`config.mk`:
```
export PLATFORM = sky130hd
export DESIGN_NAME = mac_frame_codec
export DESIGN_NICKNAME = d
export VERILOG_FILES = /design/src/common/mac_pkg.sv /design/src/hdl/mac_hex_codec.sv /design/src/hdl/mac_frame_mem.sv /design/src/hdl/mac_frame_codec.sv
export SDC_FILE = /design/constraint.sdc
export NUM_CORES = 2
export LEC_CHECK = 0
export ABC_AREA = 1
export BUFFER_PORTS_ARGS = -buffer_cell sky130_fd_sc_hd__buf_4
export CAP_MARGIN = 20
export CORE_MARGIN = 2
export CORE_UTILIZATION = 39
export CTS_CLUSTER_DIAMETER = 100
export DETAILED_ROUTE_END_ITERATION = 8
export PLACE_DENSITY_LB_ADDON = 0.12
export SETUP_SLACK_MARGIN = 0.3
export SLEW_MARGIN = 20
export SYNTH_ARGS = -nofsm -noshare
export SYNTH_HDL_FRONTEND = slang
export SYNTH_SLANG_ARGS = --single-unit
```
`constraint.sdc`:
```
create_clock -name ref_clk -period 7.3 [get_ports ref_clk]
set_input_delay 1.46 -clock ref_clk [delete_from_list [all_inputs] [get_ports ref_clk]]
set_output_delay 1.46 -clock ref_clk [all_outputs]
set_load 0.02 [all_outputs]
```
`src/common/mac_pkg.sv`:
```
/*
  constants and types shared by the ascii frame codec: character codes,
  address and length limits, state and drop-reason encodings.
  assumes one 40 mhz clock and an 8-bit character stream on either side.
*/
package mac_pkg;

  // ==========================================================
  // characters
  localparam logic [7:0] MAC_CHAR_START = 8'h3A;
  localparam logic [7:0] MAC_CHAR_CR = 8'h0D;
  localparam logic [7:0] MAC_CHAR_LF = 8'h0A;
  localparam logic [7:0] MAC_CHAR_DIGIT0 = 8'h30;
  localparam logic [7:0] MAC_CHAR_DIGIT9 = 8'h39;
  localparam logic [7:0] MAC_CHAR_LETTER_A = 8'h41;
  localparam logic [7:0] MAC_CHAR_LETTER_F = 8'h46;
  localparam logic [3:0] MAC_NIB_TEN = 4'hA;

  // ==========================================================
  // addresses, lengths, functions
  localparam logic [7:0] MAC_ADDR_BCAST = 8'h00;
  localparam logic [7:0] MAC_ADDR_MAX = 8'hFE;
  localparam logic [7:0] MAC_DATA_MAX = 8'hCD;
  localparam logic [7:0] MAC_FRAME_OVERHEAD = 8'h03;
  localparam logic [7:0] MAC_FUNC_READ_WORDS = 8'h03;
  localparam int MAC_READ_WORDS_MAX = 100;
  localparam logic [7:0] MAC_READ_BYTES_MAX = 8'(2 * MAC_READ_WORDS_MAX);

  // ==========================================================
  // types
  typedef enum logic [1:0] {
    MAC_R_IDLE = 2'b00,
    MAC_R_BODY = 2'b01,
    MAC_R_LF = 2'b10
  } mac_rx_state_t;

  typedef enum logic [2:0] {
    MAC_T_IDLE = 3'b000,
    MAC_T_START = 3'b001,
    MAC_T_LOAD = 3'b010,
    MAC_T_HI = 3'b011,
    MAC_T_LO = 3'b100,
    MAC_T_CR = 3'b101,
    MAC_T_LF = 3'b110
  } mac_tx_state_t;

  typedef enum logic [2:0] {
    MAC_DROP_NONE = 3'b000,
    MAC_DROP_CHAR = 3'b001,
    MAC_DROP_LONG = 3'b010,
    MAC_DROP_SHORT = 3'b011,
    MAC_DROP_CHECK = 3'b100,
    MAC_DROP_ADDR = 3'b101
  } mac_drop_t;

endpackage

```
`src/hdl/mac_hex_codec.sv`:
```
/*
  nibble to ascii hex character and back, purely combinational.
  assumes callers register whatever they need to hold.
*/
`timescale 1ns/1ps
module mac_hex_codec (
  // encode side
  input wire logic [7:0] enc_byte,
  output logic [7:0] enc_hi_char,
  output logic [7:0] enc_lo_char,
  // decode side
  input wire logic [7:0] dec_char,
  output logic [3:0] dec_nib,
  output logic dec_ok
);

  // ==========================================================
  // encode, high nibble and low nibble
  function automatic logic [7:0] enc_nib(input logic [3:0] n);
    if (n < mac_pkg::MAC_NIB_TEN) begin
      enc_nib = mac_pkg::MAC_CHAR_DIGIT0 + {4'h0, n};
    end else begin
      enc_nib = mac_pkg::MAC_CHAR_LETTER_A + {4'h0, n - mac_pkg::MAC_NIB_TEN};
    end
  endfunction

  always_comb begin
    enc_hi_char = enc_nib(enc_byte[7:4]);
    enc_lo_char = enc_nib(enc_byte[3:0]);
  end

  // ==========================================================
  // decode, uppercase only
  always_comb begin
    dec_nib = 4'h0;
    dec_ok = 1'b0;
    if (dec_char >= mac_pkg::MAC_CHAR_DIGIT0 && dec_char <= mac_pkg::MAC_CHAR_DIGIT9) begin
      dec_nib = 4'(dec_char - mac_pkg::MAC_CHAR_DIGIT0);
      dec_ok = 1'b1;
    end else if (dec_char >= mac_pkg::MAC_CHAR_LETTER_A &&
                 dec_char <= mac_pkg::MAC_CHAR_LETTER_F) begin
      dec_nib = 4'(dec_char - mac_pkg::MAC_CHAR_LETTER_A) + mac_pkg::MAC_NIB_TEN;
      dec_ok = 1'b1;
    end
  end

endmodule

```
`src/hdl/mac_frame_mem.sv`:
```
/*
  simple dual-port byte store for received frame data.
  assumes one clock; read data appear one cycle after the read enable.
*/
`timescale 1ns/1ps
module mac_frame_mem #(
  parameter int DW = 8,
  parameter int AW = 8
) (
  // clock
  input wire logic ref_clk,
  // write port
  input wire logic wr_en,
  input wire logic [AW-1:0] wr_addr,
  input wire logic [DW-1:0] wr_data,
  // read port
  input wire logic rd_en,
  input wire logic [AW-1:0] rd_addr,
  output logic [DW-1:0] rd_data
);

  // ==========================================================
  // storage
  logic [DW-1:0] mem [0:(1<<AW)-1];

  always_ff @(posedge ref_clk) begin
    if (wr_en) begin
      mem[wr_addr] <= wr_data;
    end
    if (rd_en) begin
      rd_data <= mem[rd_addr];
    end
  end

endmodule

```
`src/hdl/mac_frame_codec.sv`:
```
/*
  ascii frame codec for the slave: parses incoming characters into checked
  frames held in a byte store, and turns a reply (function, length, data
  bytes) into a framed character stream with its check byte.
  assumes characters arrive synchronous to ref_clk, one per valid cycle.
*/
`timescale 1ns/1ps

// Behaviour
// - a frame starts with a colon, 0x3A; it begins a new frame
// - address follows start as two hex characters, one byte
// - function code follows address as two hex characters
// - data field holds n bytes as 2n characters, n at most 205
// - check byte follows data as two hex characters
// - frame ends with carriage return then line feed
// - nibbles 0-9 map to 0x30-0x39, 10-15 to uppercase 0x41-0x46
// - own station address valid only from 0 to 254; zero is broadcast
// - broadcast frames are acted on but never answered
// - a good frame for our nonzero address gets a reply
// - check byte is twos complement of byte sum, address through data
// - each byte is sent high nibble first
// - read-words replies carry at most 100 words
module mac_frame_codec #(
  parameter int AW = 8
) (
  // clock and reset
  input wire logic ref_clk,
  input wire logic arst_n,
  // configuration
  input wire logic [7:0] own_addr,
  // received characters
  input wire logic rx_char_valid,
  input wire logic [7:0] rx_char,
  // received frame
  output logic rx_frame_valid,
  output logic rx_broadcast,
  output logic [7:0] rx_addr,
  output logic [7:0] rx_func,
  output logic [7:0] rx_len,
  output logic rx_drop,
  output logic [2:0] rx_drop_code,
  input wire logic rx_rd_en,
  input wire logic [AW-1:0] rx_rd_idx,
  output logic [7:0] rx_rd_data,
  // reply request
  output logic reply_req,
  input wire logic tx_start,
  input wire logic [7:0] tx_func,
  input wire logic [7:0] tx_len,
  output logic tx_refused,
  output logic tx_busy,
  input wire logic tx_byte_valid,
  input wire logic [7:0] tx_byte,
  output logic tx_byte_ready,
  // transmitted characters
  output logic tx_char_valid,
  output logic [7:0] tx_char,
  input wire logic tx_char_ready
);

  // ==========================================================
  // codec
  logic [7:0] enc_byte, enc_hi, enc_lo;
  logic [3:0] dec_nib;
  logic dec_ok;

  mac_hex_codec u_codec (
    .enc_byte(enc_byte),
    .enc_hi_char(enc_hi),
    .enc_lo_char(enc_lo),
    .dec_char(rx_char),
    .dec_nib(dec_nib),
    .dec_ok(dec_ok)
  );

  // ==========================================================
  // receive parser
  mac_pkg::mac_rx_state_t rs_q, rs_d;
  logic half_q, half_d;
  logic [3:0] hi_q, hi_d;
  logic [7:0] cnt_q, cnt_d, sum_q, sum_d, addr_q, addr_d, func_q, func_d, len_q, len_d;
  mac_pkg::mac_drop_t err_q, err_d, code_q, code_d;
  logic fv_q, fv_d, drop_q, drop_d, bc_q, bc_d, pend_q, pend_d;
  logic wr_en;
  logic [7:0] byte_in;
  logic own_ok, tx_go;

  assign byte_in = {hi_q, dec_nib};
  assign own_ok = (own_addr <= mac_pkg::MAC_ADDR_MAX);

  always_comb begin
    rs_d = rs_q;
    half_d = half_q;
    hi_d = hi_q;
    cnt_d = cnt_q;
    sum_d = sum_q;
    addr_d = addr_q;
    func_d = func_q;
    len_d = len_q;
    err_d = err_q;
    code_d = code_q;
    bc_d = bc_q;
    fv_d = 1'b0;
    drop_d = 1'b0;
    wr_en = 1'b0;
    if (rx_char_valid && rx_char == mac_pkg::MAC_CHAR_START) begin
      rs_d = mac_pkg::MAC_R_BODY;
      half_d = 1'b0;
      cnt_d = 8'h00;
      sum_d = 8'h00;
      err_d = mac_pkg::MAC_DROP_NONE;
    end else if (rx_char_valid) begin
      case (rs_q)
        mac_pkg::MAC_R_BODY: begin
          if (dec_ok && !half_q) begin
            hi_d = dec_nib;
            half_d = 1'b1;
          end else if (dec_ok) begin
            half_d = 1'b0;
            sum_d = sum_q + byte_in;
            if (cnt_q == 8'h00) begin
              addr_d = byte_in;
            end else if (cnt_q == 8'h01) begin
              func_d = byte_in;
            end
            if (cnt_q == mac_pkg::MAC_DATA_MAX + mac_pkg::MAC_FRAME_OVERHEAD) begin
              err_d = mac_pkg::MAC_DROP_LONG;
            end else begin
              wr_en = (cnt_q >= 8'h02);
              cnt_d = cnt_q + 8'h01;
            end
          end else if (rx_char == mac_pkg::MAC_CHAR_CR) begin
            rs_d = mac_pkg::MAC_R_LF;
            if (half_q || cnt_q < mac_pkg::MAC_FRAME_OVERHEAD) begin
              err_d = mac_pkg::MAC_DROP_SHORT;
            end
          end else begin
            rs_d = mac_pkg::MAC_R_IDLE;
            drop_d = 1'b1;
            code_d = mac_pkg::MAC_DROP_CHAR;
          end
        end
        mac_pkg::MAC_R_LF: begin
          rs_d = mac_pkg::MAC_R_IDLE;
          if (rx_char != mac_pkg::MAC_CHAR_LF) begin
            drop_d = 1'b1;
            code_d = mac_pkg::MAC_DROP_CHAR;
          end else if (err_q != mac_pkg::MAC_DROP_NONE) begin
            drop_d = 1'b1;
            code_d = err_q;
          end else if (sum_q != 8'h00) begin
            drop_d = 1'b1;
            code_d = mac_pkg::MAC_DROP_CHECK;
          end else if (addr_q == mac_pkg::MAC_ADDR_BCAST) begin
            fv_d = 1'b1;
            bc_d = 1'b1;
            len_d = cnt_q - mac_pkg::MAC_FRAME_OVERHEAD;
          end else if (own_ok && addr_q == own_addr) begin
            fv_d = 1'b1;
            bc_d = 1'b0;
            len_d = cnt_q - mac_pkg::MAC_FRAME_OVERHEAD;
          end else begin
            drop_d = 1'b1;
            code_d = mac_pkg::MAC_DROP_ADDR;
          end
        end
        default: begin
          rs_d = mac_pkg::MAC_R_IDLE;
        end
      endcase
    end
    // set wins over clear
    pend_d = pend_q;
    if (tx_go) begin
      pend_d = 1'b0;
    end
    if (fv_d && !bc_d) begin
      pend_d = 1'b1;
    end
  end

  always_ff @(posedge ref_clk or negedge arst_n) begin
    if (!arst_n) begin
      rs_q <= mac_pkg::MAC_R_IDLE;
      half_q <= 1'b0;
      hi_q <= 4'h0;
      cnt_q <= 8'h00;
      sum_q <= 8'h00;
      addr_q <= 8'h00;
      func_q <= 8'h00;
      len_q <= 8'h00;
      err_q <= mac_pkg::MAC_DROP_NONE;
      code_q <= mac_pkg::MAC_DROP_NONE;
      bc_q <= 1'b0;
      fv_q <= 1'b0;
      drop_q <= 1'b0;
      pend_q <= 1'b0;
    end else begin
      rs_q <= rs_d;
      half_q <= half_d;
      hi_q <= hi_d;
      cnt_q <= cnt_d;
      sum_q <= sum_d;
      addr_q <= addr_d;
      func_q <= func_d;
      len_q <= len_d;
      err_q <= err_d;
      code_q <= code_d;
      bc_q <= bc_d;
      fv_q <= fv_d;
      drop_q <= drop_d;
      pend_q <= pend_d;
    end
  end

  mac_frame_mem #(.DW(8), .AW(AW)) u_mem (
    .ref_clk(ref_clk),
    .wr_en(wr_en),
    .wr_addr(AW'(cnt_q - 8'h02)),
    .wr_data(byte_in),
    .rd_en(rx_rd_en),
    .rd_addr(rx_rd_idx),
    .rd_data(rx_rd_data)
  );

  assign rx_frame_valid = fv_q;
  assign rx_broadcast = bc_q;
  assign rx_addr = addr_q;
  assign rx_func = func_q;
  assign rx_len = len_q;
  assign rx_drop = drop_q;
  assign rx_drop_code = code_q;
  assign reply_req = pend_q;

  // ==========================================================
  // transmit framer
  mac_pkg::mac_tx_state_t ts_q, ts_d;
  logic [7:0] ch_q, ch_d, cur_q, cur_d, idx_q, idx_d, tlen_q, tlen_d, tfunc_q, tfunc_d;
  logic [7:0] tsum_q, tsum_d, load_byte, len_cap;
  logic last_q, last_d, ref_q, ref_d, have;

  assign tx_go = tx_start && ts_q == mac_pkg::MAC_T_IDLE && pend_q;
  assign enc_byte = (ts_q == mac_pkg::MAC_T_LOAD) ? load_byte : cur_q;

  always_comb begin
    len_cap = (tx_len > mac_pkg::MAC_DATA_MAX) ? mac_pkg::MAC_DATA_MAX : tx_len;
    if (tx_func == mac_pkg::MAC_FUNC_READ_WORDS && tx_len > mac_pkg::MAC_READ_BYTES_MAX) begin
      len_cap = mac_pkg::MAC_READ_BYTES_MAX;
    end
    have = 1'b1;
    tx_byte_ready = 1'b0;
    load_byte = ~tsum_q + 8'h01;
    if (idx_q == 8'h00) begin
      load_byte = own_addr;
    end else if (idx_q == 8'h01) begin
      load_byte = tfunc_q;
    end else if ({1'b0, idx_q} < {1'b0, tlen_q} + 9'h002) begin
      load_byte = tx_byte;
      have = tx_byte_valid;
      tx_byte_ready = (ts_q == mac_pkg::MAC_T_LOAD);
    end
    ts_d = ts_q;
    ch_d = ch_q;
    cur_d = cur_q;
    idx_d = idx_q;
    tlen_d = tlen_q;
    tfunc_d = tfunc_q;
    tsum_d = tsum_q;
    last_d = last_q;
    ref_d = tx_start && !tx_go;
    case (ts_q)
      mac_pkg::MAC_T_IDLE: begin
        if (tx_go) begin
          ts_d = mac_pkg::MAC_T_START;
          ch_d = mac_pkg::MAC_CHAR_START;
          idx_d = 8'h00;
          tsum_d = 8'h00;
          last_d = 1'b0;
          tlen_d = len_cap;
          tfunc_d = tx_func;
        end
      end
      mac_pkg::MAC_T_START: begin
        if (tx_char_ready) begin
          ts_d = mac_pkg::MAC_T_LOAD;
        end
      end
      mac_pkg::MAC_T_LOAD: begin
        if (have) begin
          ts_d = mac_pkg::MAC_T_HI;
          cur_d = load_byte;
          ch_d = enc_hi;
          tsum_d = tsum_q + load_byte;
          idx_d = idx_q + 8'h01;
          last_d = ({1'b0, idx_q} >= {1'b0, tlen_q} + 9'h002);
        end
      end
      mac_pkg::MAC_T_HI: begin
        if (tx_char_ready) begin
          ts_d = mac_pkg::MAC_T_LO;
          ch_d = enc_lo;
        end
      end
      mac_pkg::MAC_T_LO: begin
        if (tx_char_ready && last_q) begin
          ts_d = mac_pkg::MAC_T_CR;
          ch_d = mac_pkg::MAC_CHAR_CR;
        end else if (tx_char_ready) begin
          ts_d = mac_pkg::MAC_T_LOAD;
        end
      end
      mac_pkg::MAC_T_CR: begin
        if (tx_char_ready) begin
          ts_d = mac_pkg::MAC_T_LF;
          ch_d = mac_pkg::MAC_CHAR_LF;
        end
      end
      mac_pkg::MAC_T_LF: begin
        if (tx_char_ready) begin
          ts_d = mac_pkg::MAC_T_IDLE;
        end
      end
      default: begin
        ts_d = mac_pkg::MAC_T_IDLE;
      end
    endcase
  end

  always_ff @(posedge ref_clk or negedge arst_n) begin
    if (!arst_n) begin
      ts_q <= mac_pkg::MAC_T_IDLE;
      ch_q <= 8'h00;
      cur_q <= 8'h00;
      idx_q <= 8'h00;
      tlen_q <= 8'h00;
      tfunc_q <= 8'h00;
      tsum_q <= 8'h00;
      last_q <= 1'b0;
      ref_q <= 1'b0;
    end else begin
      ts_q <= ts_d;
      ch_q <= ch_d;
      cur_q <= cur_d;
      idx_q <= idx_d;
      tlen_q <= tlen_d;
      tfunc_q <= tfunc_d;
      tsum_q <= tsum_d;
      last_q <= last_d;
      ref_q <= ref_d;
    end
  end

  assign tx_char = ch_q;
  assign tx_char_valid = (ts_q != mac_pkg::MAC_T_IDLE) && (ts_q != mac_pkg::MAC_T_LOAD);
  assign tx_busy = (ts_q != mac_pkg::MAC_T_IDLE);
  assign tx_refused = ref_q;
endmodule

```
; ---- Word level (Yosys, flattened, before mapping)
; Memories as Yosys holds them, arrays and structs flattened. A register that Yosys moved wholly into a read port is not among the register bits.
; Index checks and enable logic that the tools add are counted.
[word_totals]
register_bits = 110
latch_bits = 0
mem_bits_rw = 2048
mem_bits_ro = 0
input_bits = 55
word_cells = 260
mem_count = 1
[op_classes]
n_addsub = 17
mul = 0
div_mod_pow = 0
order_cmp = 13
n_eq_ne = 33
shift = 0
mux = 117
n_bitwise = 7
n_reduce_logical = 49
[mem_list]
columns = name, depth, word_bits, read_ports, rd_clocked_by_memory_dff, write_ports, line_no
row1 = u_mem.mem, 256, 8, 1, 1, 1, mac_frame_mem.sv:24  ; logic [DW-1:0] mem [0:(1<<AW)-1];
[ops]
columns = operator, count
row1 = $mux 8, 29
row2 = $mux 3, 23
row3 = $mux 1, 50
row4 = $pmux 8 s5, 1
row5 = $pmux 8 s2, 2
row6 = $add 8x1->8 const B, 3
row7 = $logic_not 8->1, 3
row8 = $ne 2x2->1 const B, 11
row9 = $pmux 3 s7, 1
row10 = $reduce_and 6->1, 3
row11 = $add 7x4->8 const A, 2
row12 = $add 8x8->8, 2
row13 = $eq 8x1->1 const B, 2
row14 = $gt 8x8->1 const B, 2
row15 = $sub 8x2->8 const B, 2
row16 = $reduce_bool 3->1, 5
row17 = $add 6x4->7 const A, 2
row18 = $reduce_and 7->1, 2
row19 = $reduce_bool 2->1, 7
row20 = $logic_and 1x1->1, 12
row21 = $mux 2, 6
row22 = $ne 5x5->1 const B, 2
row23 = $reduce_and 5->1, 2
row24 = $add 8x2->9 const B, 1
row25 = other kinds (41), 61

; ---- Logic depth before layout (Yosys ltp)
[logic_depth]
depth_word = 13
ltp_mapped = 27
depth_no_buf = 27

; ---- Modules after synthesis
; Synthesis repeated with hierarchy kept, for this count alone.
[hier_totals]
hier_cells = 7948
area_unflattened_um2 = 90754.5
[by_module_without_submodules]
columns = mod, instances, cells_per_inst, area_each_um2, seq_area_each_um2
row1 = mac_frame_mem, 1, 7003, 83476.3, 61739.2
row2 = mac_frame_codec, 1, 868, 6820.3, 2727.6
row3 = mac_hex_codec, 1, 77, 457.9, 0.0

; ---- Worst setup path after synthesis
; No wires, ideal clock.
[synth_timing]
kind = in2reg
start = in rx_char[1]
end = reg sum_q[6]
arrival_time_ps = 14464
required_ps = 7217
path_slack_ps = -7247
cell_stages = 17
path_buffers = 0
cell_sequence = inv_1 > ha_1 > inv_1 > a31oi_1 > nand2_1 > o21ai_0 > ha_1 > fa_1 > inv_1 > o31ai_1 > inv_1 > nor2_1 > nor2_1 > nor2_1 > nor2_1 > xor2_1 > o21ai_0
[synth_between]
elab_chain_len = 10
elab_cells_between_ends = 27
cone_classes = add/sub (4) / order compare (4) / eq/ne (2) / mux (9) / reduce/logical (8)
[synth_lines]
columns = item, line_no
row1 = from (decl), mac_frame_codec.sv:33  ; input wire logic [7:0] rx_char,
row2 = $ge 8x7->1 / $le 8x7->1 (equally long branches), "mac_hex_codec.sv:40, mac_hex_codec.sv:41"
row3 = $logic_and 1x1->1, mac_hex_codec.sv:40  ; end else if (dec_char >= mac_pkg::MAC_CHAR_LETTER_A &&
row4 = $mux 4, mac_hex_codec.sv:40
row5 = $mux 4 (*), mac_hex_codec.sv:37  ; if (dec_char >= mac_pkg::MAC_CHAR_DIGIT0 && dec_char <= mac_pkg::MAC_CHAR_DIGIT9) begin
row6 = named net dec_nib[0], mac_frame_codec.sv:64  ; logic [3:0] dec_nib;
row7 = $add 8x8->8 (*), mac_frame_codec.sv:120  ; sum_d = sum_q + byte_in;
row8 = $mux 8 (*), mac_frame_codec.sv:118  ; end else if (dec_ok) begin
row9 = $mux 8 (*), mac_frame_codec.sv:115  ; if (dec_ok && !half_q) begin
row10 = $mux 8 (*), mac_frame_codec.sv:113  ; case (rs_q)
row11 = $mux 8 (*), mac_frame_codec.sv:112  ; end else if (rx_char_valid) begin
row12 = $mux 8 (*), mac_frame_codec.sv:106  ; if (rx_char_valid && rx_char == mac_pkg::MAC_CHAR_START) begin
row13 = to (signal assigned), mac_frame_codec.sv:203  ; sum_q <= sum_d;
row14 = to (decl), mac_frame_codec.sv:81  ; logic [7:0] cnt_q, cnt_d, sum_q, sum_d, addr_q, addr_d, func_q, func_d, len_q, len_d;
; Mark *: on every way through the listed nets, which the timed path passes. The rest lies on a longest branch. The select of a mux whose other input is x is not followed.
; A chain may end at the register's enable or synchronous reset.

; ---- Worst setup path after layout
[layout_timing]
start = in rx_char[1]
end = mem u_mem.mem[124][7] (enable)
[layout_between]
elab_chain_len = 11
elab_cells_between_ends = 18
cone_classes = order compare (4) / eq/ne (1) / mux (9) / reduce/logical (4)
[layout_lines]
columns = item, line_no
row1 = $ge 8x7->1 / $le 8x7->1 (equally long branches), "mac_hex_codec.sv:40, mac_hex_codec.sv:41"
row2 = $logic_and 1x1->1, mac_hex_codec.sv:40
row3 = $mux 1, mac_hex_codec.sv:40
row4 = $mux 1, mac_hex_codec.sv:37
row5 = $mux 1 / $logic_and 1x1->1 (equally long branches), "mac_frame_codec.sv:118, mac_frame_codec.sv:115"
row6 = $mux 1, mac_frame_codec.sv:115
row7 = $mux 1, mac_frame_codec.sv:113
row8 = $mux 1, mac_frame_codec.sv:112
row9 = $mux 1 (*), mac_frame_codec.sv:106
row10 = $mux 1 (*), mac_frame_mem.sv:27  ; if (wr_en) begin
row11 = $mux 1 (not written as such) (*), mac_frame_mem.sv:28  ; mem[wr_addr] <= wr_data;
row12 = to (decl), mac_frame_mem.sv:24
; Mark *: on every way between the ends. The rest lies on a longest branch, timed or not.

==> impl_metrics.yaml <==
drt:
  vias_per_cell: 5.63
  drt-total-wl_mm: 269
  drc: 0
  drtPass1Iterations: 6
  drt_iter0_markers: 6369
  vias: 58900
  routedWlPerCell_um: 25.7
  ant_nets: 0
global_routing:
  grt_pass1_vias: 57600
  grtUsageTotal_pct: 22.8
  grt_pass1_wl_mm: 392
  antenna_found_initial: 11
  grt_max_degree: 209
  grt_overflow: 0
placed_design:
  gp_congestion: 0.852
  pre_cts_slack_ps: 1300
  io_buffers: 104
  dpl.hpwl_mm: 152
timing:
  maxSlewViolCount: 0
  finalSetupViolations: 0
  hold_violations: 0
  worstMarginPinSlew_ps: 1160
  timing.final.crit_share_pct: 70.2
  final.setup.worst_slack_ps: 2180
  max_freq_mhz: 195
  layout_min_cycle_time_ps: 5120
  rsz0062_at_grt: "no"
  relSlewSlack_pct: 22.5
  holdWs_ps: 477
  skew_ps: 28.0
  tns_ps: 0
critical_path:
  worstPathRequired_ps: 7810
  r2r-start: "cnt_q[0]"
  endpoint: "u_mem.mem[124][7]"
  r2r-end: "u_mem.mem[124][7]"
  r2r_slack_ps: 2550
  r2r_cells: 11
  endpoint_kind: "flip-flop"
  path_class: "in -> reg"
  worstPathArrival_ps: 5630
  path_max_fanout: 16
  critPathLaunch: "rx_char[1]"
  crit_path_start_kind: "input pin"
clock_tree:
  cts_tree: "yes"
  clock_latency_ps: 880
  cts_setup_buffers: 0
  cts_sinks: 2164
  root_buffer: "clkbuf_16"
  cts_buffer_depth: 3
  h-tree-depth: 4
  cts_resized: 0
  clkTransAtPathRegs_ps: 60
  hold_buffers: 0
  cts_made_buffers: 226
layout:
  num-nets-final: 7354
  syn_to_final_growth_pct: 12.4
  fillers: 21100
  drive_gt1_share_pct: 8.96
logic_synthesis:
  synth_nets: 7431
  synth-seq-cells: 2164
  async_flop_share_pct: 4.99
  ys_seq_area_share_pct: 72.6
  synth_top_cell_area_share_pct: 69.6
  syn-mean-instance-area_um2: 12.1
  synthCells: 7332
  post-synth-top-count-cell: "edfxtp_1"
  synth.distinct_cells: 50
  synth_common_cells: "edfxtp_1 (2056), nor2_1 (1383), o21ai_0 (1157)"
  synth-main-ff-cell: "edfxtp_1"
  yosysWarnings: 0
  synth_edf_count: 2056
  synth.largest_area_cell: "edfxtp_1"
  synth_area_um2: 88800
  ys_top_cells_by_area: "edfxtp_1 (70%), o21ai_0 (6.5%), nor2_1 (5.8%), o22ai_1 (4.0%), dfrtp_1 (3.0%)"
power_and_ir_drop:
  p_leak_uw: 0.0349
  pwr_density_cell_nw_per_um2: 276
  total_power_uw: 27500
  ir_drop_v: 0.000270
die:
  die_area_um2: 231000
  chipWidth_um: 481
  start_util_pct: 39.1
  coreArea_um2: 227000
  placementRows: 175
  io_pins: 106
  fp.dieH_um: 481
min_path:
  hp-class: "reg -> reg"
status:
  status: "finished, final reports clean"
job:
  drv_cap: 0
==> metrics by stage <==
step / std cells / area [um2] / utilization [%]
global route: 10500 / 99700 / 44.0
floorplan: 7332 / 88800 / -
detailed placement: 10000 / 92300 / 40.7
finish: 10500 / 99700 / 44.0
CTS: 10500 / 99700 / 44.0
global placement: 10000 / 92300 / 40.7
==> where the power goes <==
part	internal [uW]	switching, uW	total, uW
sequential	13500	83.3	13600
clock	6630	4970	11600
combinational	680	1660	2340
==> state kept, by name, summed over array words and instances, names as in the netlist, 3 cells and up <==
register	count
ts_q	3
u_mem.rd_data	8
tx_char	7
rx_len	8
rx_func	8
cur_q	8
u_mem.mem	2048
cnt_q	8
tsum_q	8
sum_q	8
rx_addr	8
idx_q	8
tfunc_q	8
rx_drop_code	3
tlen_q	8
hi_q	4
==> worst min path at each step <==
stage | startpoint | slack (ps) | depth (start not counted) | to
2_1_floorplan | cur_q[2] | 430 | 2 | cur_q[2]
4_1_cts | cur_q[7] | 480 | 2 | cur_q[7]
6_report | cur_q[7] | 480 | 2 | cur_q[7]
3_3_place_gp | cur_q[2] | 460 | 2 | cur_q[2]
3_5_place_dp | cur_q[7] | 470 | 2 | cur_q[7]
5_1_grt | rx_len[3] | 510 | 2 | rx_len[3]
==> cell type report <==
type,count,area (um2),share of cell area (%)
flip-flops and latches,2164,64500,64.6
multi-input cells,4507,21700,21.7
clock buffers,274,5920,5.93
well taps,3009,3760,3.77
repair buffers,195,1790,1.80
clock inverters,145,1520,1.52
inverters,161,631,0.632
diodes,4,10.0,0.0100
==> cells by family (layout without fill, tap and decap cells) <==
logic type                 after synthesis  in the layout  synth area share (%)
other                                    1              5               0.00422
buffers and inverters                  661            775                  3.12
AOI/OAI and AO/OA                     1822           1822                  11.2
xor gates and xnor gates                33             33                 0.326
muxes                                    4              4                0.0451
adders and majority gates               44             44                 0.637
and+or+nand+nor                       2603           2603                  12.1
DFF                                   2164           2164                  72.6
==> cells in the final DEF, fill, tap and decap left out, types with 5 or more instances in the layout <==
master / n
clkbuf_1: 41
nand2_2: 24
clkbuf_8: 6
and3_1: 8
nand3_1: 433
bufinv_16: 24
nand2_1: 618
o21ai_1: 45
clkinv_2: 44
inv_1: 145
nor2_2: 65
clkinv_1: 44
o21ai_0: 1155
buf_12: 24
xnor2_1: 6
clkbuf_16: 227
dfrtp_1: 104
nand2_4: 9
clkinvlp_4: 12
xor2_1: 27
inv_2: 11
a21oi_1: 31
nand4_1: 19
edfxtp_1: 2056
buf_4: 167
o22ai_1: 561
nor4_1: 11
or2_2: 5
inv_6: 5
nor2_1: 1380
ha_1: 42
a31oi_1: 10
nor3_1: 18
clkinv_4: 8
==> metal layers <==
layer,global-route usage [%],routed length (um),vias to the layer above
met5,0,0,-
met4,6.11,6590,0
met3,3.49,18000,367
met2,35.6,123000,2179
met1,33.1,121000,29800
li1,-,-,26600
==> worst max-delay path: stages <==
cell and delay, ps:
buf_4 130, inv_1 130, ha_1 210, nor2_1 50
o21ai_0 230, nand2_1 230, nand2_2 160, inv_2 80
nor2_2 260, nand3_1 470, nor2_2 650, nand2_1 730
nor2_1 820
Power figures use the tool's default switching activity.
